`src/rtl/rofs_pkg.sv`:
```
package rofs_pkg;

  // ====================
  // Register offsets (byte addresses on the APB side)
  localparam logic [7:0] OFS_TRIP_MASK     = 8'h00; // Trip class mask
  localparam logic [7:0] OFS_RELAY_ONE     = 8'h04; // Relay one function code
  localparam logic [7:0] OFS_RELAY_TWO     = 8'h08; // Relay two function code
  localparam logic [7:0] OFS_ASSERT_DELAY  = 8'h0c; // Trip output on delay
  localparam logic [7:0] OFS_RELEASE_DELAY = 8'h10; // Trip output off delay
  localparam logic [7:0] OFS_STATUS        = 8'h14; // Live output state
  localparam logic [7:0] OFS_IRQ_STATUS    = 8'h18; // Sticky events, read clears
  localparam logic [7:0] OFS_IRQ_MASK      = 8'h1c; // Interrupt enables

  // ====================
  // Function codes
  localparam int unsigned CODE_W = 6;
  localparam logic [5:0] CODE_RUN        = 6'h0e; // 14 running indication
  localparam logic [5:0] CODE_TIMER      = 6'h1c; // 28 input timer
  localparam logic [5:0] CODE_TRIP       = 6'h1d; // 29 fault trip
  localparam logic [5:0] CODE_ONOFF      = 6'h22; // 34 analog comparison
  localparam logic [5:0] CODE_BRAKE      = 6'h23; // 35 brake release
  localparam logic [5:0] CODE_OVERRIDE   = 6'h26; // 38 emergency override
  localparam logic [5:0] CODE_BUFFERING  = 6'h28; // 40 energy buffering
  localparam logic [5:0] CODE_WARNING    = 6'h2a; // 42 minor fault
  localparam logic [5:0] CODE_DORMANT    = 6'h2d; // 45 loop controller sleep
  localparam logic [5:0] CODE_MAX        = 6'h2d; // Highest accepted code
  localparam logic [5:0] RELAY_ONE_RST   = CODE_TRIP;
  localparam logic [5:0] RELAY_TWO_RST   = CODE_RUN;

  // ====================
  // Trip class mask: field bit 0 is class bit1, field bit 1 is class bit2
  localparam int unsigned MASK_W       = 3;
  localparam int unsigned MASK_UV      = 0; // Undervoltage trips
  localparam int unsigned MASK_OTHER   = 1; // All other trips
  localparam logic [2:0]  MASK_RST     = 3'h2; // Pattern 010

  // ====================
  // Delays in 0.01 s steps
  localparam int unsigned DELAY_W       = 14;
  localparam logic [13:0] DELAY_MAX     = 14'h2710; // 100.00 s
  localparam logic [13:0] DELAY_RST     = 14'h0000; // 0.00 s
  localparam int          CLK_PERIOD_NS = 10;
  localparam int          DELAY_STEP_NS = 10_000_000; // 0.01 s
  localparam int          TICK_CYCLES   = DELAY_STEP_NS / CLK_PERIOD_NS;

  // ====================
  // Status and interrupt bit positions
  localparam int unsigned ST_RELAY_ONE  = 0;
  localparam int unsigned ST_RELAY_TWO  = 1;
  localparam int unsigned ST_TRIP_QUAL  = 2;
  localparam int unsigned ST_TRIP_OUT   = 3;
  localparam int unsigned IRQ_W         = 5;
  localparam int unsigned IRQ_ONE_RISE  = 0;
  localparam int unsigned IRQ_ONE_FALL  = 1;
  localparam int unsigned IRQ_TWO_RISE  = 2;
  localparam int unsigned IRQ_TWO_FALL  = 3;
  localparam int unsigned IRQ_TRIP_RISE = 4;
  localparam logic [4:0]  IRQ_RST       = 5'h00;

  // Drive conditions feeding the selector
  typedef struct packed {
    logic fault_trip_uv;           // Undervoltage trip present
    logic fault_trip_other;        // Any other trip present
    logic emergency_override;      // Override operating state
    logic energy_buffering_active; // Buffering after input loss
    logic warning_active;          // Minor fault
    logic loop_controller_dormant; // Loop controller asleep
    logic brake_release_output;    // Brake release command
    logic onoff_compare;           // Analog comparison result
    logic timer_output;            // Input timer result
    logic run_command;             // Run command present
    logic output_voltage;          // Drive producing voltage
    logic dc_braking;              // DC braking in progress
  } rofs_cond_t;

endpackage

```
`src/rtl/rofs_tick.sv`:
```
module rofs_tick #(
  parameter int TICK_CYCLES = rofs_pkg::TICK_CYCLES
) (
  input  wire logic pclk,
  input  wire logic presetn,
  output logic      tick
);

  // ====================
  // Prescaler
  logic [31:0] count; // Cycles within one step

  // Free running step pulse, one cycle wide
  always_ff @(posedge pclk or negedge presetn) begin
    if (!presetn) begin
      count <= 32'h0000_0000;
      tick  <= 1'b0;
    end else if (count == 32'(TICK_CYCLES - 1)) begin
      count <= 32'h0000_0000;
      tick  <= 1'b1;
    end else begin
      count <= count + 32'h0000_0001;
      tick  <= 1'b0;
    end
  end

endmodule

```
`src/rtl/rofs_delay.sv`:
```
module rofs_delay (
  input  wire logic        pclk,
  input  wire logic        presetn,
  input  wire logic        tick,
  input  wire logic        req,
  input  wire logic [13:0] on_delay,
  input  wire logic [13:0] off_delay,
  output logic             out
);

  // ====================
  // On/off delay state machine
  typedef enum logic [1:0] {OFF, WAIT_ON, ON, WAIT_OFF} rofs_dly_t;

  rofs_dly_t   state; // Current phase
  logic [13:0] count; // Steps seen while waiting

  // Switch on the step after the count reaches the delay: at least the delay
  always_ff @(posedge pclk or negedge presetn) begin
    if (!presetn) begin
      state <= OFF;
      count <= 14'h0000;
      out   <= 1'b0;
    end else begin
      unique case (state)
        OFF: begin
          count <= 14'h0000;
          if (req && on_delay == 14'h0000) begin
            state <= ON;
            out   <= 1'b1;
          end else if (req) begin
            state <= WAIT_ON;
          end
        end
        WAIT_ON: begin
          if (!req) begin
            state <= OFF;
          end else if (tick && count == on_delay) begin
            state <= ON;
            out   <= 1'b1;
          end else if (tick) begin
            count <= count + 14'h0001;
          end
        end
        ON: begin
          count <= 14'h0000;
          if (!req && off_delay == 14'h0000) begin
            state <= OFF;
            out   <= 1'b0;
          end else if (!req) begin
            state <= WAIT_OFF;
          end
        end
        WAIT_OFF: begin
          if (req) begin
            state <= ON;
          end else if (tick && count == off_delay) begin
            state <= OFF;
            out   <= 1'b0;
          end else if (tick) begin
            count <= count + 14'h0001;
          end
        end
      endcase
    end
  end

endmodule

```
`src/rtl/rofs_top.sv`:
```
// Functional notes
// - Code 29 asserts relay after fault trip
// - Code 38 follows emergency override state
// - Code 40 follows energy buffering after power loss
// - Code 42 follows warning condition
// - Code 45 follows loop controller dormant
// - Code 35 follows brake release command
// - Code 34 follows analog comparison result
// - Code 28 follows input triggered timer
// - Relay one accepts 0-45, resets to 29
// - Relay two accepts 0-45, resets to 14
// - Trip on delay 0-100 s, 0.01 s
// - Trip off delay 0-100 s, 0.01 s
// - Trip class mask resets to 010
// - Mask bit1 enables undervoltage trips
// - Mask bit2 enables all other trips
// - Code 14: running with voltage, not braking
//
// Local design decisions: register access over APB and the address map.
module rofs_top #(
  parameter int TICK_CYCLES = rofs_pkg::TICK_CYCLES
) (
  input  wire logic                pclk,
  input  wire logic                presetn,
  input  wire logic                psel,
  input  wire logic                penable,
  input  wire logic                pwrite,
  input  wire logic [7:0]          paddr,
  input  wire logic [31:0]         pwdata,
  output logic      [31:0]         prdata,
  output logic                     pready,
  output logic                     pslverr,
  input  wire rofs_pkg::rofs_cond_t conditions,
  output logic                     relay_one,
  output logic                     relay_two,
  output logic                     irq
);

  // ==========================================================================
  // Declarations
  // ==========================================================================
  logic [2:0]  trip_output_class_mask;    // Trip classes that qualify
  logic [5:0]  relay_one_function_code;   // Relay one selection
  logic [5:0]  relay_two_function_code;   // Relay two selection
  logic [13:0] trip_output_assert_delay;  // On delay in steps
  logic [13:0] trip_output_release_delay; // Off delay in steps
  logic [4:0]  irq_status;                // Sticky events
  logic [4:0]  irq_mask;                  // Interrupt enables
  logic        trip_qualified;            // Trip of an enabled class
  logic        trip_delayed;              // Trip after on/off delays
  logic        tick;                      // One pulse per 0.01 s
  logic        next_relay_one;            // Relay one next value
  logic        next_relay_two;            // Relay two next value
  logic [4:0]  events;                    // Events this cycle
  logic [4:0]  next_irq_status;           // Status after set and clear
  logic        access_done;               // Completing APB edge
  logic        wr_commit;                 // Write takes effect
  logic        rd_irq_clear;              // Read of sticky status ends
  logic        next_err;                  // Error for the pending access
  logic [31:0] next_rdata;                // Read data for the pending access

  // ==========================================================================
  // Functions
  // ==========================================================================
  // Map a function code to the relay level it selects
  function automatic logic select_relay(
    input logic [5:0]           code,
    input rofs_pkg::rofs_cond_t cond,
    input logic                 trip
  );
    logic level;
    level = 1'b0;
    case (code)
      rofs_pkg::CODE_RUN: begin
        level = cond.run_command & cond.output_voltage & ~cond.dc_braking;
      end
      rofs_pkg::CODE_TIMER: begin
        level = cond.timer_output;
      end
      rofs_pkg::CODE_TRIP: begin
        level = trip;
      end
      rofs_pkg::CODE_ONOFF: begin
        level = cond.onoff_compare;
      end
      rofs_pkg::CODE_BRAKE: begin
        level = cond.brake_release_output;
      end
      rofs_pkg::CODE_OVERRIDE: begin
        level = cond.emergency_override;
      end
      rofs_pkg::CODE_BUFFERING: begin
        level = cond.energy_buffering_active;
      end
      rofs_pkg::CODE_WARNING: begin
        level = cond.warning_active;
      end
      rofs_pkg::CODE_DORMANT: begin
        level = cond.loop_controller_dormant;
      end
      default: begin
        level = 1'b0;
      end
    endcase
    return level;
  endfunction

  // True when a written value fits within a limit
  function automatic logic fits(
    input logic [31:0] value,
    input logic [31:0] limit
  );
    return value <= limit;
  endfunction

  // ==========================================================================
  // Submodules
  // ==========================================================================
  // Step pulse for the delays
  rofs_tick #(
    .TICK_CYCLES (TICK_CYCLES)
  ) u_tick (
    .pclk    (pclk),
    .presetn (presetn),
    .tick    (tick)
  );

  // on and off delay of the trip
  rofs_delay u_delay (
    .pclk      (pclk),
    .presetn   (presetn),
    .tick      (tick),
    .req       (trip_qualified),
    .on_delay  (trip_output_assert_delay),
    .off_delay (trip_output_release_delay),
    .out       (trip_delayed)
  );

  // ==========================================================================
  // Trip qualification
  // ==========================================================================
  // undervoltage class; other classes
  always_ff @(posedge pclk or negedge presetn) begin
    if (!presetn) begin
      trip_qualified <= 1'b0;
    end else begin
      trip_qualified <=
        (trip_output_class_mask[rofs_pkg::MASK_UV] & conditions.fault_trip_uv) |
        (trip_output_class_mask[rofs_pkg::MASK_OTHER] & conditions.fault_trip_other);
    end
  end

  // ==========================================================================
  // Relay selection
  // ==========================================================================
  // Next relay levels from the selected conditions
  always_comb begin
    next_relay_one = select_relay(relay_one_function_code, conditions, trip_delayed);
    next_relay_two = select_relay(relay_two_function_code, conditions, trip_delayed);
  end

  // Registered relay outputs
  always_ff @(posedge pclk or negedge presetn) begin
    if (!presetn) begin
      relay_one <= 1'b0;
      relay_two <= 1'b0;
    end else begin
      relay_one <= next_relay_one;
      relay_two <= next_relay_two;
    end
  end

  // ==========================================================================
  // APB decode
  // ==========================================================================
  // Access phase completion and its effects
  always_comb begin
    access_done  = psel & penable & pready;
    wr_commit    = access_done & pwrite & ~pslverr;
    rd_irq_clear = access_done & ~pwrite & ~pslverr &
                   (paddr == rofs_pkg::OFS_IRQ_STATUS);
  end

  // Read data and error for the current address
  always_comb begin
    next_rdata = 32'h0000_0000;
    next_err   = 1'b0;
    case (paddr)
      rofs_pkg::OFS_TRIP_MASK: begin
        next_rdata[2:0] = trip_output_class_mask;
      end
      rofs_pkg::OFS_RELAY_ONE: begin
        next_rdata[5:0] = relay_one_function_code;
        next_err = pwrite & ~fits(pwdata, {26'h0000000, rofs_pkg::CODE_MAX});
      end
      rofs_pkg::OFS_RELAY_TWO: begin
        next_rdata[5:0] = relay_two_function_code;
        next_err = pwrite & ~fits(pwdata, {26'h0000000, rofs_pkg::CODE_MAX});
      end
      rofs_pkg::OFS_ASSERT_DELAY: begin
        next_rdata[13:0] = trip_output_assert_delay;
        next_err = pwrite & ~fits(pwdata, {18'h00000, rofs_pkg::DELAY_MAX});
      end
      rofs_pkg::OFS_RELEASE_DELAY: begin
        next_rdata[13:0] = trip_output_release_delay;
        next_err = pwrite & ~fits(pwdata, {18'h00000, rofs_pkg::DELAY_MAX});
      end
      // Live state, writes ignored
      rofs_pkg::OFS_STATUS: begin
        next_rdata[rofs_pkg::ST_RELAY_ONE] = relay_one;
        next_rdata[rofs_pkg::ST_RELAY_TWO] = relay_two;
        next_rdata[rofs_pkg::ST_TRIP_QUAL] = trip_qualified;
        next_rdata[rofs_pkg::ST_TRIP_OUT]  = trip_delayed;
      end
      // Sticky events, writes ignored
      rofs_pkg::OFS_IRQ_STATUS: begin
        next_rdata[4:0] = irq_status;
      end
      rofs_pkg::OFS_IRQ_MASK: begin
        next_rdata[4:0] = irq_mask;
      end
      // Unmapped address
      default: begin
        next_err = 1'b1;
      end
    endcase
  end

  // One wait state: pready rises in the second access cycle
  always_ff @(posedge pclk or negedge presetn) begin
    if (!presetn) begin
      pready  <= 1'b0;
      pslverr <= 1'b0;
      prdata  <= 32'h0000_0000;
    end else if (psel && penable && !pready) begin
      pready  <= 1'b1;
      pslverr <= next_err;
      prdata  <= (pwrite || next_err) ? 32'h0000_0000 : next_rdata;
    end else begin
      pready  <= 1'b0;
      pslverr <= 1'b0;
      prdata  <= 32'h0000_0000;
    end
  end

  // ==========================================================================
  // Configuration registers
  // ==========================================================================
  // trip class mask
  always_ff @(posedge pclk or negedge presetn) begin
    if (!presetn) begin
      trip_output_class_mask <= rofs_pkg::MASK_RST;
    end else if (wr_commit && paddr == rofs_pkg::OFS_TRIP_MASK) begin
      trip_output_class_mask <= pwdata[2:0];
    end
  end

  always_ff @(posedge pclk or negedge presetn) begin
    if (!presetn) begin
      relay_one_function_code <= rofs_pkg::RELAY_ONE_RST;
    end else if (wr_commit && paddr == rofs_pkg::OFS_RELAY_ONE) begin
      relay_one_function_code <= pwdata[5:0];
    end
  end

  always_ff @(posedge pclk or negedge presetn) begin
    if (!presetn) begin
      relay_two_function_code <= rofs_pkg::RELAY_TWO_RST;
    end else if (wr_commit && paddr == rofs_pkg::OFS_RELAY_TWO) begin
      relay_two_function_code <= pwdata[5:0];
    end
  end

  always_ff @(posedge pclk or negedge presetn) begin
    if (!presetn) begin
      trip_output_assert_delay  <= rofs_pkg::DELAY_RST;
      trip_output_release_delay <= rofs_pkg::DELAY_RST;
    end else if (wr_commit && paddr == rofs_pkg::OFS_ASSERT_DELAY) begin
      trip_output_assert_delay  <= pwdata[13:0];
    end else if (wr_commit && paddr == rofs_pkg::OFS_RELEASE_DELAY) begin
      trip_output_release_delay <= pwdata[13:0];
    end
  end

  // Interrupt enables
  always_ff @(posedge pclk or negedge presetn) begin
    if (!presetn) begin
      irq_mask <= rofs_pkg::IRQ_RST;
    end else if (wr_commit && paddr == rofs_pkg::OFS_IRQ_MASK) begin
      irq_mask <= pwdata[4:0];
    end
  end

  // ==========================================================================
  // Interrupts
  // ==========================================================================
  // Previous delayed trip for edge detection
  logic trip_delayed_q;

  // Rising edge of the delayed trip
  function automatic logic u_delay_rise();
    return trip_delayed & ~trip_delayed_q;
  endfunction

  // Edge events; only bits returned by the read are cleared, new sets win
  always_comb begin
    events = 5'h00;
    events[rofs_pkg::IRQ_ONE_RISE]  = next_relay_one & ~relay_one;
    events[rofs_pkg::IRQ_ONE_FALL]  = ~next_relay_one & relay_one;
    events[rofs_pkg::IRQ_TWO_RISE]  = next_relay_two & ~relay_two;
    events[rofs_pkg::IRQ_TWO_FALL]  = ~next_relay_two & relay_two;
    events[rofs_pkg::IRQ_TRIP_RISE] = u_delay_rise();
    next_irq_status = (irq_status & ~(rd_irq_clear ? prdata[4:0] : 5'h00)) | events;
  end

  // Sticky status, delayed trip history and the interrupt line
  always_ff @(posedge pclk or negedge presetn) begin
    if (!presetn) begin
      irq_status     <= rofs_pkg::IRQ_RST;
      trip_delayed_q <= 1'b0;
      irq            <= 1'b0;
    end else begin
      irq_status     <= next_irq_status;
      trip_delayed_q <= trip_delayed;
      irq            <= |(next_irq_status & irq_mask);
    end
  end

endmodule

```
`config.mk`:
```
export PLATFORM = sky130hd
export DESIGN_NAME = rofs_top
export DESIGN_NICKNAME = d
export VERILOG_FILES = /design/src/rtl/rofs_pkg.sv /design/src/rtl/rofs_tick.sv /design/src/rtl/rofs_delay.sv /design/src/rtl/rofs_top.sv
export SDC_FILE = /design/constraint.sdc
export NUM_CORES = 1
export LEC_CHECK = 0
export BUFFER_PORTS_ARGS = -buffer_cell sky130_fd_sc_hd__buf_2
export CORE_MARGIN = 2
export CORE_UTILIZATION = 45
export DETAILED_ROUTE_END_ITERATION = 10
export GPL_ROUTABILITY_DRIVEN = 0
export PLACE_DENSITY = 0.65
export SYNTH_ARGS = -nofsm -noshare
export SYNTH_HDL_FRONTEND = slang
export SYNTH_SLANG_ARGS = --single-unit
export TNS_END_PERCENT = 20
```
`constraint.sdc`:
```
create_clock -name pclk -period 3.63 [get_ports pclk]
set_input_delay 0.1815 -clock pclk [delete_from_list [all_inputs] [get_ports pclk]]
set_output_delay 0.1815 -clock pclk [all_outputs]
set_load 0.1 [all_outputs]
```
==> results.sh, run 1 <==
export IMPL_switchingPower_w=0.000800
export IMPL_endpoint_kind="register"
export IMPL_core_rowCount=43
export IMPL_core_region_area_mm2=0.0140
export IMPL_cts_root_buf="clkbuf_16"
export IMPL_grt_max_degree=64
export IMPL_yosys_most_used_dff="dfrtp_1"
export IMPL_cap_violations=0
export IMPL_syn_inst=617
export IMPL_vdd_drop_max_mv=0.326
export IMPL_gr_total_overflow=0
export IMPL_worstSetupStartpointType="register"
export IMPL_synth_edff_count=0
export IMPL_die_height_um=124
export IMPL_dp_hpwl_um=11700
export IMPL_syn_cell_area_mm2=0.00652
export IMPL_drtPass1Iterations=5
export IMPL_setup_viol_count_final=0
export IMPL_antenna_found_initial=1
export IMPL_htreeDepth=4
export IMPL_power_total_w=0.00345
export IMPL_min_period_ps=2430
export IMPL_grt_pass1_wl_um=26800
export IMPL_hold_buffers=2
export IMPL_path_common_cell="nor2_1"
export IMPL_yosysWarnings=0
export IMPL_syn_to_final_growth_pct=17.5
export IMPL_power_frac_comb=0.065
export IMPL_critPathSlowestCell="or4b_2"
export IMPL_drtIter0Drc=260
export IMPL_finalClockSkew_ps=11.8
export IMPL_insertion_delay_ps=420
export IMPL_rsz0062_at_grt="no"
export IMPL_required_ps=3900
export IMPL_crit_chain="or4b_2 > or4_1 > nor2_1 > nor2_1"
export IMPL_syn_area_per_cell_um2=10.6
export IMPL_async_flop_share=1.00
export IMPL_cts_buffer_depth=2
export IMPL_ant_nets=0
export IMPL_cts_setup_buffers=0
export IMPL_ios=94
export IMPL_cpPeakStageDelay_ps=640
export IMPL_cts_made_buffers=17
export IMPL_power_share_switching=0.232
export IMPL_slew_violations=0
export IMPL_grt_usage=0.216
export IMPL_power_density_mw_per_mm2=450
export IMPL_synth_cell_types=65
export IMPL_final_cell_mix="dfrtp_1, buf_2, nor2_1, xnor2_1, mux2_2"
export IMPL_worst_slew_pin_slew_ps=927
export IMPL_drive_gt1_frac=0.255
export IMPL_status="finished, final reports clean"
export IMPL_antenna_cells=0
export IMPL_setup_tns_ps=0
export IMPL_portBuffers=75
export IMPL_critPathKind="register to register"
export IMPL_hold_viol_final=0
export IMPL_layout_commonest_cell="dfrtp_1"
export IMPL_cp_max_fo=11
export IMPL_intPower_w=0.00265
export IMPL_wl_um=16100
export IMPL_die_w_um=124
export IMPL_ys_seq_elements=124
export IMPL_die_area_mm2=0.0155
export IMPL_seqPwrFrac=0.408
export IMPL_cts_tree="built"
export IMPL_crit_arrival_ps=2700
export IMPL_cts_resized=0
export IMPL_clock_sinks=124
export IMPL_dr_total_vias=5086
export IMPL_yosysSeqAreaShare=0.477
export IMPL_initial_core_util=0.464
export IMPL_hp_class="primary input to register"
export IMPL_slew_headroom=0.376
export IMPL_clkTransAtPathRegs_ps=60
export IMPL_fin_nets=755
export IMPL_grt_pass1_vias=5168
export IMPL_p_leak_nw=3.42
export IMPL_fin_crit_sh=0.671
export IMPL_routedWlPerCell_um=18.1
export IMPL_drc=0
export IMPL_max_freq_mhz=411
export IMPL_drt_vias_per_instance=5.72
export IMPL_pwr_share_clk=0.527
## flip-flops by register name, summed over array words and instances (netlist names)
register / flops
relay_one: 1
irq_status: 5
u_delay.out: 1
trip_output_class_mask: 3
relay_two: 1
trip_delayed_q: 1
u_delay.state: 2
u_delay.count: 14
trip_output_assert_delay: 14
trip_output_release_delay: 14
prdata: 14
u_tick.count: 32
trip_qualified: 1
relay_one_function_code: 6
pslverr: 1
pready: 1
irq: 1
irq_mask: 5
relay_two_function_code: 6
u_tick.tick: 1
## worst paths after layout
kind | startpoint | end | slack, ps | depth (start not counted)
min | conditions[11] | trip_qualified$_DFF_PN0_ | 30 | 2
max | u_tick.count[10]$_DFF_PN0_ | u_tick.count[18]$_DFF_PN0_ | 1200 | 4
min in group asynchronous | presetn | u_delay.count[4]$_DFFE_PN0P_ | 400 | 2
min reg2reg | u_tick.count[31]$_DFF_PN0_ | u_tick.count[31]$_DFF_PN0_ | 460 | 1
max reg2reg | u_tick.count[10]$_DFF_PN0_ | u_tick.count[18]$_DFF_PN0_ | 1200 | 4
max in group asynchronous | presetn | relay_one_function_code[2]$_DFFE_PN1P_ | 2400 | 3
## cells in the mapped netlist (11+ instances only)
cell      number  area share
clkbuf_1      13      0.0075
nand3_1       17       0.013
xor2_1        12       0.016
nor2_1        54       0.031
mux2i_1       18       0.028
mux2_2        50       0.086
inv_1         14      0.0081
dfrtp_1      116        0.45
a22oi_1       14       0.016
nand2_1       47       0.027
xnor2_1       51       0.068
o21ai_0       11      0.0084
nor4_1        20       0.019
a21oi_1       11      0.0084
nand2b_1      13       0.012
nand4_1       27       0.026
buf_4         19       0.022
## per-stage QoR
step | hold WS, ps | setup slack (ps) | util | area (um2) | std cells
4_1_cts | 10.4 | 1200 | 0.546 | 7660 | 889
6_report | 27.2 | 1200 | 0.546 | 7660 | 889
3_5_place_dp | 332 | 1210 | 0.499 | 7010 | 855
3_3_place_gp | 318 | 1260 | 0.499 | 7010 | 855
5_1_grt | 16.3 | 1030 | 0.546 | 7660 | 889
2_1_floorplan | -114 | 1270 | - | 6590 | 634
## logic make-up after synthesis
group | share of synthesized area
fa+ha+maj | 0.00384
flops | 0.477
simple gates | 0.186
xor+xnor | 0.0846
compound gates | 0.0911
other cells | 0.000575
mux | 0.114
buf+inv | 0.0430
## power by group through the flow
stage | sequential [W] | clock [W] | combinational [W]
finish | 0.00141 | 0.00182 | 0.000223
global route | 0.00141 | 0.00191 | 0.000240
CTS | 0.00141 | 0.00184 | 0.000226
detailed placement | 0.00143 | 0 | 0.000223
global placement | 0.00143 | 0 | 0.000220
floorplan | 0.00143 | 0 | 0.000138
## layout make-up
cell class	instances	area, um2
Fill cell	1218	6380
Tap cell	180	225
Timing Repair Buffer	81	440
Sequential cell	124	3110
Clock buffer	22	474
Multi-Input combinational cell	457	3190
Clock inverter	10	164
Inverter	15	56.3
## critical path: cells and delay by family (launching register included)
kind             cells  cell delay [ps]
AND/OR/NAND/NOR      4             1850
flip-flops           1              430
## routing by layer
| layer | share of wire | vias up | GRT usage |
|---|---|---|---|
| li1 | - | 2369 | - |
| met1 | 0.46 | 2531 | 0.291 |
| met2 | 0.47 | 160 | 0.337 |
| met3 | 0.054 | 24 | 0.0627 |
| met4 | 0.018 | 2 | 0.0694 |
| met5 | 0.00081 | - | 0 |
Note: power is estimated with default switching activity, not from simulation.
==> run 2, diff against run 1 <==
clock period = 2.46 ns   (was 3.63 ns; I/O delays follow)
==> results.sh, run 2 (same netlist as run 1, synthesis figures left out) <==
export IMPL_status="finished, final reports clean"
export IMPL_cts_setup_buffers=0
export IMPL_grt_pass1_vias=5178
export IMPL_insertion_delay_ps=420
export IMPL_cap_violations=0
export IMPL_postLayoutCoreUtil=0.554
export IMPL_vdd_drop_max_mv=0.549
export IMPL_crit_arrival_ps=2540
export IMPL_max_freq_mhz=453
export IMPL_cts_root_buf="clkbuf_16"
export IMPL_cts_tree="built"
export IMPL_antenna_cells=0
export IMPL_core_region_area_mm2=0.0140
export IMPL_worst_slew_pin_slew_ps=661
export IMPL_endpoint_kind="register"
export IMPL_antenna_found_initial=0
export IMPL_grt_usage=0.222
export IMPL_clock_sinks=124
export IMPL_ant_nets=0
export IMPL_drive_gt1_frac=0.264
export IMPL_syn_to_final_growth_pct=19.3
export IMPL_cp_max_fo=6
export IMPL_die_w_um=124
export IMPL_power_total_w=0.00497
export IMPL_rsz0062_at_grt="no"
export IMPL_worstSetupStartpointType="register"
export IMPL_wl_um=16700
export IMPL_slew_headroom=0.559
export IMPL_fin_nets=773
export IMPL_final_cell_mix="dfrtp_1, buf_2, nor2_1, xnor2_1, mux2_2"
export IMPL_clkTransAtPathRegs_ps=50
export IMPL_largest_reg_flops=32
export IMPL_grt_pass1_wl_um=27200
export IMPL_design_area_mm2=0.00778
export IMPL_dp_hpwl_um=12100
export IMPL_cts_resized=0
export IMPL_hold_buffers=8
export IMPL_setup_tns_ps=0
export IMPL_power_density_mw_per_mm2=639
export IMPL_ios=94
export IMPL_die_height_um=124
export IMPL_initial_core_util=0.464
export IMPL_hold_viol_final=0
export IMPL_cts_made_buffers=17
export IMPL_htreeDepth=4
export IMPL_core_rowCount=43
export IMPL_postPlaceCellArea_mm2=0.00710
export IMPL_gr_total_overflow=0
export IMPL_setup_viol_count_final=0
export IMPL_die_area_mm2=0.0155
export IMPL_routedWlPerCell_um=18.4
export IMPL_whs_ps=15.3
export IMPL_dr_total_vias=5261
export IMPL_drtPass1Iterations=5
export IMPL_cts_buffer_depth=2
export IMPL_regMostFlops="u_tick.count"
export IMPL_critPathKind="register to register"
export IMPL_fin_crit_sh=0.898
export IMPL_required_ps=2790
export IMPL_drt_vias_per_instance=5.80
export IMPL_layout_commonest_cell="dfrtp_1"
export IMPL_drc=0
export IMPL_drtIter0Drc=430
export IMPL_hp_class="primary input to register"
export IMPL_grt_max_degree=64
export IMPL_portBuffers=75
export IMPL_finalClockSkew_ps=7.88
export IMPL_p_leak_nw=3.49
export IMPL_slew_violations=0
export IMPL_min_period_ps=2210
-- run 2: worst paths after layout --
check / start / to / slack [ps] / cells after the start
worst min-delay path: pwdata[9] / trip_output_release_delay[9]$_DFFE_PN0P_ / 20 / 2
min in group asynchronous: presetn / u_delay.count[6]$_DFFE_PN0P_ / 150 / 2
max in group asynchronous: presetn / relay_two_function_code[1]$_DFFE_PN1P_ / 1450 / 3
worst max register to register: u_delay.count[11]$_DFFE_PN0P_ / u_delay.count[11]$_DFFE_PN0P_ / 250 / 6
worst min register to register: u_delay.state[1]$_DFFE_PN0P_ / u_delay.out$_DFFE_PN0P_ / 480 / 1
worst max-delay path: u_delay.count[11]$_DFFE_PN0P_ / u_delay.count[11]$_DFFE_PN0P_ / 250 / 6
-- run 2: metal layers --
metal,vias up,routed length [um],GRT usage
met3,29,1210,0.0593
met5,-,0,0
li1,2406,-,-
met1,2638,7320,0.294
met4,0,271,0.0654
met2,188,7920,0.358
-- run 2: stage by stage --
stage,std cells,setup WS [ps]
floorplan,634,96.2
global placement,867,361
detailed placement,867,282
CTS,907,278
global route,907,79.2
finish,907,252
-- run 2: report_power, final --
part / total [W] / switching (W) / internal (W) / leakage [nW]
clock: 0.00255 / 0.000905 / 0.00165 / 0.287
sequential: 0.00208 / 0.0000169 / 0.00206 / 1.68
combinational: 0.000342 / 0.000261 / 0.0000810 / 1.52
-- run 2: cell type report --
cell class              count  area (um2)
inverters                  15        56.3
clock inverters            10         140
multi-input cells         457        3190
fillers                  1234        6260
flip-flops and latches    124        3110
well taps                 180         225
repair buffers             99         591
clock buffers              22         464
-- run 2: critical path, stage by stage, from the launching register on --
cell and delay [ps]:
dfrtp_1 450, xnor2_1 220, nand4_1 150, o41ai_2 580, a21oi_1 330, nand3_1 170
mux2i_1 220
